--- src/scd_map.svh ---
// Constants of the smart card serial command decoder.
// Assumes inclusion by the package and the decoder only.
`ifndef SCD_MAP_SVH
`define SCD_MAP_SVH

// ----------------------------------------
// Command byte layout
// ----------------------------------------
`define SCD_CMD_W        8
`define SCD_PFX_HI       7
`define SCD_PFX_LO       5
`define SCD_RST_BIT      4
`define SCD_CLK_HI       3
`define SCD_CLK_LO       2
`define SCD_VCC_HI       1
`define SCD_VCC_LO       0
`define SCD_DATA_BIT     2
`define SCD_AUXA_BIT     1
`define SCD_AUXB_BIT     0
`define SCD_PFX_DED      3'h4
`define SCD_PFX_CFG      3'h5
`define SCD_PFX_SYNC     3'h6
`define SCD_PFX_RSV      3'h7

// ----------------------------------------
// Configuration codes under prefix 101
// ----------------------------------------
`define SCD_CFG_DET_NO   5'h00
`define SCD_CFG_DET_NC   5'h01
`define SCD_CFG_SPECIAL  5'h02
`define SCD_CFG_NORMAL   5'h03
`define SCD_CFG_SLOW     5'h04
`define SCD_CFG_FAST     5'h05

// ----------------------------------------
// Field codes, supply reset value and serial bit limits
// ----------------------------------------
`define SCD_CK_CODE_LOW  2'h0
`define SCD_CK_CODE_DIV1 2'h1
`define SCD_CK_CODE_DIV2 2'h2
`define SCD_CK_CODE_DIV4 2'h3
`define SCD_VCC_OFF      2'h0
`define SCD_BIT_LAST     3'h7
`define SCD_RB_DRIVE_TOP 3'h4

`endif

--- src/scd_pkg.sv ---
// Types of the smart card serial command decoder.
// Assumes scd_map.svh is on the include path.
`include "scd_map.svh"

package scd_pkg;

  // ----------------------------------------
  // Decoded command kinds and clock modes
  // ----------------------------------------
  typedef enum logic [2:0] {
    SCD_CMD_NONE,
    SCD_CMD_PROG,
    SCD_CMD_SYNC,
    SCD_CMD_CFG,
    SCD_CMD_RSV
  } scd_cmd_t;

  typedef enum logic [2:0] {
    SCD_CK_LOW,
    SCD_CK_DIV1,
    SCD_CK_DIV2,
    SCD_CK_DIV4,
    SCD_CK_HOLD
  } scd_clk_t;

  // ----------------------------------------
  // Hidden configuration
  // ----------------------------------------
  typedef struct packed {
    logic det_nc;
    logic edge_special;
    logic slow_slopes;
  } scd_cfg_t;

endpackage : scd_pkg

--- src/scd_decoder.sv ---
// Smart card serial command decoder: serial port, command decode, card pins.
// Assumes spi pins and card inputs are synchronous to clk; master_clk_in is slower than clk/2.
`include "scd_map.svh"

module scd_decoder (
  input  wire logic       clk,
  input  wire logic       rst,
  input  wire logic       spi_cs_n,
  input  wire logic       spi_clk,
  input  wire logic       spi_mosi,
  output logic            spi_miso,
  output logic            spi_miso_oe,
  input  wire logic       single_slot_bank,
  input  wire logic       master_clk_in,
  input  wire logic       card_detect_in,
  input  wire logic       power_ok_in,
  output logic            card_reset_out,
  output logic            card_clock_out,
  output logic [1:0]      card_supply,
  output logic            slow_clock_slopes,
  input  wire logic       card_data_line_in,
  output logic            card_data_line_out,
  output logic            card_data_line_oe,
  input  wire logic       aux_pin_a_strap_in,
  output logic            aux_pin_a_strap_out,
  output logic            aux_pin_a_strap_oe,
  input  wire logic       aux_pin_b_strap_in,
  output logic            aux_pin_b_strap_out,
  output logic            aux_pin_b_strap_oe
);

  // ----------------------------------------
  // Command decode.
  // ----------------------------------------
  function automatic scd_pkg::scd_cmd_t scd_decode(
    input logic [7:0] cmd,
    input logic       single,
    input logic       strap_a,
    input logic       strap_b
  );
    logic [2:0] pfx;
    pfx = cmd[`SCD_PFX_HI:`SCD_PFX_LO];
    scd_decode = scd_pkg::SCD_CMD_NONE;
    if (pfx == `SCD_PFX_CFG) begin
      scd_decode = scd_pkg::SCD_CMD_CFG;
    end else if (pfx == `SCD_PFX_RSV) begin
      scd_decode = scd_pkg::SCD_CMD_RSV;
    end else if (single) begin
      if (pfx == `SCD_PFX_DED) begin
        scd_decode = scd_pkg::SCD_CMD_PROG;
      end else if (pfx == `SCD_PFX_SYNC) begin
        scd_decode = scd_pkg::SCD_CMD_SYNC;
      end
    end else if (!cmd[`SCD_PFX_HI] && cmd[6] == strap_b && cmd[5] == strap_a) begin
      scd_decode = scd_pkg::SCD_CMD_PROG;
    end
  endfunction : scd_decode

  // ----------------------------------------
  // Serial port.
  // ----------------------------------------
  logic       sclk_prev_reg, sclk_prev_next;
  logic       cs_prev_reg,   cs_prev_next;
  logic [7:0] rx_reg,        rx_next;
  logic [7:0] tx_reg,        tx_next;
  logic [2:0] cnt_reg,       cnt_next;
  logic [2:0] idx_reg,       idx_next;
  logic       got_reg,       got_next;
  logic       valid_reg,     valid_next;
  logic [7:0] cmd_reg,       cmd_next;
  logic       miso_next,     miso_oe_next;
  logic       rise, fall, shift_edge, sample_edge;
  logic [7:0] readback;
  logic       inserted;

  scd_pkg::scd_cfg_t cfg_reg, cfg_next;

  always_comb begin
    inserted = cfg_reg.det_nc ? card_detect_in : !card_detect_in;
    readback = {3'h0,
                cfg_reg.edge_special ? card_detect_in : inserted,
                card_data_line_in, aux_pin_a_strap_in,
                aux_pin_b_strap_in, power_ok_in};
  end

  always_comb begin
    rise           = spi_clk && !sclk_prev_reg;
    fall           = !spi_clk && sclk_prev_reg;
    shift_edge     = cfg_reg.edge_special ? rise : fall;
    sample_edge    = cfg_reg.edge_special ? fall : rise;
    sclk_prev_next = spi_clk;
    cs_prev_next   = spi_cs_n;
    rx_next        = rx_reg;
    tx_next        = tx_reg;
    cnt_next       = cnt_reg;
    idx_next       = idx_reg;
    got_next       = got_reg;
    valid_next     = 1'b0;
    cmd_next       = cmd_reg;
    miso_next      = spi_miso;
    miso_oe_next   = 1'b0;
    if (spi_cs_n) begin
      cnt_next = 3'h0;
      got_next = 1'b0;
    end else if (cs_prev_reg) begin
      tx_next  = readback;
      idx_next = `SCD_BIT_LAST;
      cnt_next = 3'h0;
      got_next = 1'b0;
    end else begin
      if (sample_edge) begin
        rx_next  = {rx_reg[6:0], spi_mosi};
        cnt_next = cnt_reg + 3'h1;
        got_next = 1'b1;
        if (cnt_reg == `SCD_BIT_LAST) begin
          valid_next = 1'b1;
          cmd_next   = {rx_reg[6:0], spi_mosi};
        end
      end
      if (shift_edge && got_reg) begin
        tx_next  = {tx_reg[6:0], 1'b0};
        idx_next = idx_reg - 3'h1;
      end
    end
    if (!spi_cs_n) begin
      miso_next    = tx_next[7];
      miso_oe_next = !cs_prev_reg && idx_next <= `SCD_RB_DRIVE_TOP;
      if (cs_prev_reg) begin
        miso_oe_next = 1'b0;
      end
    end
  end

  always_ff @(posedge clk) begin
    if (rst) begin
      sclk_prev_reg <= 1'b1;
      cs_prev_reg   <= 1'b1;
      rx_reg        <= 8'h00;
      tx_reg        <= 8'h00;
      cnt_reg       <= 3'h0;
      idx_reg       <= 3'h0;
      got_reg       <= 1'b0;
      valid_reg     <= 1'b0;
      cmd_reg       <= 8'h00;
      spi_miso      <= 1'b0;
      spi_miso_oe   <= 1'b0;
    end else begin
      sclk_prev_reg <= sclk_prev_next;
      cs_prev_reg   <= cs_prev_next;
      rx_reg        <= rx_next;
      tx_reg        <= tx_next;
      cnt_reg       <= cnt_next;
      idx_reg       <= idx_next;
      got_reg       <= got_next;
      valid_reg     <= valid_next;
      cmd_reg       <= cmd_next;
      spi_miso      <= miso_next;
      spi_miso_oe   <= miso_oe_next;
    end
  end

  // ----------------------------------------
  // Command execution.
  // ----------------------------------------
  scd_pkg::scd_cmd_t kind;
  scd_pkg::scd_clk_t ck_reg, ck_next;
  logic [1:0] supply_next;
  logic       rst_next, sync_reg, sync_next;
  logic       data_next, auxa_next, auxb_next, hold_reg, hold_next;

  always_comb begin
    kind        = valid_reg ? scd_decode(cmd_reg, single_slot_bank,
                                         aux_pin_a_strap_in, aux_pin_b_strap_in)
                            : scd_pkg::SCD_CMD_NONE;
    cfg_next    = cfg_reg;
    ck_next     = ck_reg;
    supply_next = card_supply;
    rst_next    = card_reset_out;
    sync_next   = sync_reg;
    data_next   = card_data_line_out;
    auxa_next   = aux_pin_a_strap_out;
    auxb_next   = aux_pin_b_strap_out;
    hold_next   = hold_reg;
    case (kind)
      scd_pkg::SCD_CMD_PROG: begin
        rst_next    = cmd_reg[`SCD_RST_BIT];
        supply_next = cmd_reg[`SCD_VCC_HI:`SCD_VCC_LO];
        case (cmd_reg[`SCD_CLK_HI:`SCD_CLK_LO])
          `SCD_CK_CODE_LOW:  ck_next = scd_pkg::SCD_CK_LOW;
          `SCD_CK_CODE_DIV1: ck_next = scd_pkg::SCD_CK_DIV1;
          `SCD_CK_CODE_DIV2: ck_next = scd_pkg::SCD_CK_DIV2;
          default:           ck_next = scd_pkg::SCD_CK_DIV4;
        endcase
      end
      scd_pkg::SCD_CMD_SYNC: begin
        rst_next  = cmd_reg[`SCD_RST_BIT];
        ck_next   = scd_pkg::SCD_CK_HOLD;
        hold_next = cmd_reg[`SCD_CLK_HI];
        data_next = cmd_reg[`SCD_DATA_BIT];
        auxa_next = cmd_reg[`SCD_AUXA_BIT];
        auxb_next = cmd_reg[`SCD_AUXB_BIT];
        sync_next = 1'b1;
      end
      scd_pkg::SCD_CMD_CFG: begin
        rst_next = 1'b0;
        if (!cmd_reg[`SCD_RST_BIT]) begin
          case (cmd_reg[4:0])
            `SCD_CFG_DET_NO:  cfg_next.det_nc       = 1'b0;
            `SCD_CFG_DET_NC:  cfg_next.det_nc       = 1'b1;
            `SCD_CFG_SPECIAL: cfg_next.edge_special = 1'b1;
            `SCD_CFG_NORMAL:  cfg_next.edge_special = 1'b0;
            `SCD_CFG_SLOW:    cfg_next.slow_slopes  = 1'b1;
            `SCD_CFG_FAST:    cfg_next.slow_slopes  = 1'b0;
            default:          cfg_next              = cfg_reg;
          endcase
        end
      end
      scd_pkg::SCD_CMD_RSV: begin
        rst_next = cmd_reg[`SCD_RST_BIT];
      end
      default: begin
        rst_next = card_reset_out;
      end
    endcase
  end

  always_ff @(posedge clk) begin
    if (rst) begin
      cfg_reg             <= '{det_nc: 1'b0, edge_special: 1'b1, slow_slopes: 1'b1};
      ck_reg              <= scd_pkg::SCD_CK_LOW;
      card_supply         <= `SCD_VCC_OFF;
      card_reset_out      <= 1'b0;
      sync_reg            <= 1'b0;
      hold_reg            <= 1'b0;
      card_data_line_out  <= 1'b0;
      aux_pin_a_strap_out <= 1'b0;
      aux_pin_b_strap_out <= 1'b0;
    end else begin
      cfg_reg             <= cfg_next;
      ck_reg              <= ck_next;
      card_supply         <= supply_next;
      card_reset_out      <= rst_next;
      sync_reg            <= sync_next;
      hold_reg            <= hold_next;
      card_data_line_out  <= data_next;
      aux_pin_a_strap_out <= auxa_next;
      aux_pin_b_strap_out <= auxb_next;
    end
  end

  // ----------------------------------------
  // Card clock and pin drivers.
  // ----------------------------------------
  logic       mclk_prev_reg;
  logic [1:0] div_reg, div_next;
  logic       cko_next;

  always_comb begin
    div_next = div_reg;
    if (master_clk_in && !mclk_prev_reg) begin
      div_next = div_reg + 2'h1;
    end
    case (ck_reg)
      scd_pkg::SCD_CK_DIV1: cko_next = master_clk_in;
      scd_pkg::SCD_CK_DIV2: cko_next = div_reg[0];
      scd_pkg::SCD_CK_DIV4: cko_next = div_reg[1];
      scd_pkg::SCD_CK_HOLD: cko_next = hold_reg;
      default:              cko_next = 1'b0;
    endcase
  end

  always_ff @(posedge clk) begin
    if (rst) begin
      mclk_prev_reg      <= 1'b0;
      div_reg            <= 2'h0;
      card_clock_out     <= 1'b0;
      slow_clock_slopes  <= 1'b1;
      card_data_line_oe  <= 1'b0;
      aux_pin_a_strap_oe <= 1'b0;
      aux_pin_b_strap_oe <= 1'b0;
    end else begin
      mclk_prev_reg      <= master_clk_in;
      div_reg            <= div_next;
      card_clock_out     <= cko_next;
      slow_clock_slopes  <= cfg_next.slow_slopes;
      card_data_line_oe  <= sync_next;
      aux_pin_a_strap_oe <= sync_next;
      aux_pin_b_strap_oe <= sync_next;
    end
  end
endmodule : scd_decoder

--- config.mk ---
export PLATFORM = sky130hd
export DESIGN_NAME = scd_decoder
export DESIGN_NICKNAME = d
export VERILOG_FILES = /design/src/scd_pkg.sv /design/src/scd_decoder.sv
export VERILOG_INCLUDE_DIRS = /design/src
export SDC_FILE = /design/constraint.sdc
export NUM_CORES = 1
export LEC_CHECK = 0
export BUFFER_PORTS_ARGS = -buffer_cell sky130_fd_sc_hd__buf_4
export CAP_MARGIN = 30
export CORE_ASPECT_RATIO = 1.4
export CORE_UTILIZATION = 57
export CTS_CLUSTER_SIZE = 28
export DETAILED_ROUTE_END_ITERATION = 16
export HOLD_SLACK_MARGIN = 0.02
export PLACE_DENSITY = 0.78
export SYNTH_ARGS = -nofsm -noshare
export SYNTH_HDL_FRONTEND = slang
export SYNTH_SLANG_ARGS = --single-unit
export TNS_END_PERCENT = 10
--- constraint.sdc ---
create_clock -name clk -period 2.6 [get_ports clk]
set_clock_uncertainty 0.15 [all_clocks]
set_input_delay 0.13 -clock clk [delete_from_list [all_inputs] [get_ports clk]]
set_output_delay 0.13 -clock clk [all_outputs]
set_load 0.05 [all_outputs]
==> results_dict.tcl <==
set metrics [dict create \
    outcome "completed" \
    antenna_cells 0 \
    starting_density_pct 60.0 \
    timing.critical_path.to_type "flip-flop" \
    tns_ns 0 \
    top_area_cell_type_share_of_the_netlist_area_pct 44.8 \
    vert_die_dim_um 78.3 \
    min_period_ns 2.03 \
    root_buffer "clkbuf_8" \
    placeableCoreArea_um2 3950 \
    ys_ff_latch 53 \
    ctsHtreeMaxLevel 2 \
    worst-endpoint-arrival_ns 2.07 \
    fraction_of_final_layout_cells_with_drive_strength_greater_than_1_pct 16.0 \
    reg2reg_setup_slack_ns 0.60 \
    min_delay_worst_endpoint "hold_reg$_SDFFE_PP0N_" \
    grt_max_degree 47 \
    vias_in_the_first_global_route 1849 \
    clkSlewWorstSetupHoldPaths_ns 0.09 \
    drt-total-wl_um 4550 \
    reg2reg_depth 5 \
    grt_remaining_overflow 0 \
    drc 0 \
    syn_area_um2 2370 \
    netlist_top_cells_area "dfxtp_1 (45%), mux2i_1 (7.6%), nor2_1 (7.0%), a21oi_1 (3.8%), nand2_1 (3.3%)" \
    critPathKind "in -> reg" \
    pd_cells_nw_per_um2 591 \
    synth_flop_cell "dfxtp_1" \
    worstSkewPairLatency_ns 0.31 \
    fp.dieW_um 56.5 \
    slew_headroom_pct 54.1 \
    multi_input_comb_area_um2 1190 \
    post-place-cells 318 \
    hold_path_start "rst" \
    startpoint_type "input pin" \
    syn-num-nets 280 \
    areaGrowthSynthToFinish_pct 14.7 \
    drt.antenna.violating_nets 0 \
    postSynthCellCount 265 \
    tightest_slew_ns 0.688 \
    highest_net_fanout_along_the_worst_path 9 \
    drv_cap 0 \
    place_congestion 0.746 \
    layout.filler_cells 325 \
    routed-via-count 1913 \
    required_ns 2.64 \
    tritoncts "done" \
    timing.final.hold_violations 0 \
    worst_r2r_startpoint "cmd_reg[5]$_SDFFE_PP0P_" \
    power.ir.vdd_worst_mv 0.584 \
    yosysWarnings 0 \
    routedWlPerCell_um 13.7 \
    detailed_place_hpwl_um 3170 \
    antenna_found_initial 0 \
    clk_path_buf_depth 2 \
    number_of_enable_flip_flop_cells_after_synthesis 0 \
    port_buffers 24 \
    synthesis.area_per_instance_um2 8.94 \
    post-route-period-util_pct 78.0 \
    timing.fmax_ghz 0.493 \
    hold_class "in -> reg" \
    synth.lib_cells_used.distinct 52 \
    synth-seq-area-share_pct 44.8 \
    timing.rr.end "card_reset_out$_SDFFE_PP0P_" \
    worstHoldPathCells 2 \
    p_leak_nw 1.17 \
    synth_top_cell_by_area "dfxtp_1" \
    num_rows 27 \
    yosys-top-cells-count "dfxtp_1 (53), nor2_1 (44), nand2_1 (21), a21oi_1 (18), mux2i_1 (18)" \
    detailedRoute.firstPassIterationCount 4 \
    avgViaCountPerCell 5.78 \
    count_of_nets_after_finishing 302 \
    detailedRoute.firstIterationViolations 74 \
    yosys.cell_count.top_type "dfxtp_1" \
    ys_async_sr_fraction_pct 0 \
    slew_viol_final 0 \
    sequential_cell_area_um2 1060 \
    grt_total_usage_pct 22.7 \
    cts_num_sinks 53 \
    ios 25 \
    final_core_util_pct 68.8 \
    wire_length_of_the_first_global_routing_pass_um 7940 \
    setup_repair_after_global_routing_missed_its_margin "false" \
    design.die.area_um2 4420 \
    final_cells 331 \
    power.total_mw 1.61 \
    setup_viol 0 \
    number_of_buffers_created_by_cts 5 \
]
per-stage QoR:
| stage | setup WS (ns) | hold slack [ns] | instance area (um2) |
|---|---|---|---|
| floorplan | 0.789 | 0.0866 | 2370 |
| global placement | 0.659 | 0.202 | 2530 |
| detailed placement | 0.614 | 0.212 | 2530 |
| CTS | 0.575 | 0.103 | 2720 |
| global route | 0.408 | 0.119 | 2720 |
| finish | 0.573 | 0.103 | 2720 |
what timing repair did:
| action | 4_1_cts | 5_1_grt |
|---|---|---|
| hold buffers | 5 | 0 |
| gates resized for setup | 0 | 0 |
| endpoints found under the hold margin | 6 | 0 |
| buffers inserted | 0 | 0 |
area by class of cell:
class                   instances  area share, %
multi-input cells             188           43.9
flip-flops and latches         53           39.0
repair buffers                 31           9.02
clock buffers                   5           2.53
clock inverters                 3           2.39
well taps                      43           1.98
inverters                       8           1.10
layer usage:
| metal | up-vias | GRT usage [%] | wire length (um) |
|---|---|---|---|
| met4 | 0 | 9.02 | 88 |
| li1 | 979 | - | - |
| met1 | 901 | 23.5 | 1850 |
| met2 | 25 | 43.6 | 2490 |
| met5 | - | 0 | 0 |
| met3 | 8 | 4.12 | 123 |
worst max-delay path by stage:
| stage | end | startpoint | depth (start not counted) | slack [ns] |
|---|---|---|---|---|
| after floorplan | spi_miso$_SDFFE_PP0N_ | cfg_reg[1]$_SDFFE_PP1P_ | 6 | 0.79 |
| after global placement | card_reset_out$_SDFFE_PP0P_ | cmd_reg[5]$_SDFFE_PP0P_ | 5 | 0.66 |
| after detailed placement | card_reset_out$_SDFFE_PP0P_ | cmd_reg[5]$_SDFFE_PP0P_ | 5 | 0.61 |
| after CTS | spi_miso$_SDFFE_PP0N_ | spi_clk | 7 | 0.58 |
| after global routing | card_supply[0]$_SDFFE_PP0N_ | cmd_reg[5]$_SDFFE_PP0P_ | 5 | 0.41 |
| final | spi_miso$_SDFFE_PP0N_ | spi_clk | 7 | 0.57 |
power by group:
group	internal (mW)	switching, mW
clock network	0.382	0.268
logic	0.0522	0.0640
registers	0.827	0.0121
logic make-up after synthesis:
logic type / synth area share (%)
compound gates: 18.0
fa+ha+maj: 1.58
xor+xnor: 1.48
buf+inv: 4.86
mux: 9.19
flops: 44.8
simple gates: 20.2
worst max-delay path, cell delays in order:
cell and delay [ns]:
dlygate4sd3_1 0.53, buf_4 0.15, or3b_1 0.39, a21bo_1 0.33, mux2_4 0.34, a22oi_2 0.14, nor2_1 0.05
layout by cell type, fill, tap and decap left out, types with 2 or more instances in the layout:
master and instances:
o22ai_1 3, a211oi_1 2, nor4_1 2, a2bb2oi_1 4, xor2_1 2, o21ai_0 6
nor2_1 44, or2_2 3, nand2b_1 2, a221oi_2 2, a31oi_1 2, dfxtp_1 53
dlygate4sd3_1 5, inv_1 7, xnor2_1 2, bufinv_16 2, a21o_1 5, nand4b_1 2
clkbuf_8 5, a22o_1 2, nand3_1 11, nand3b_1 3, nand2_1 21, nor2b_1 4
ha_1 3, mux2i_1 18, buf_4 26, or3_1 3, nand4_1 2, a32oi_1 2
a21oi_1 18, mux2_2 2
Note: power is estimated with default switching activity, not from simulation.
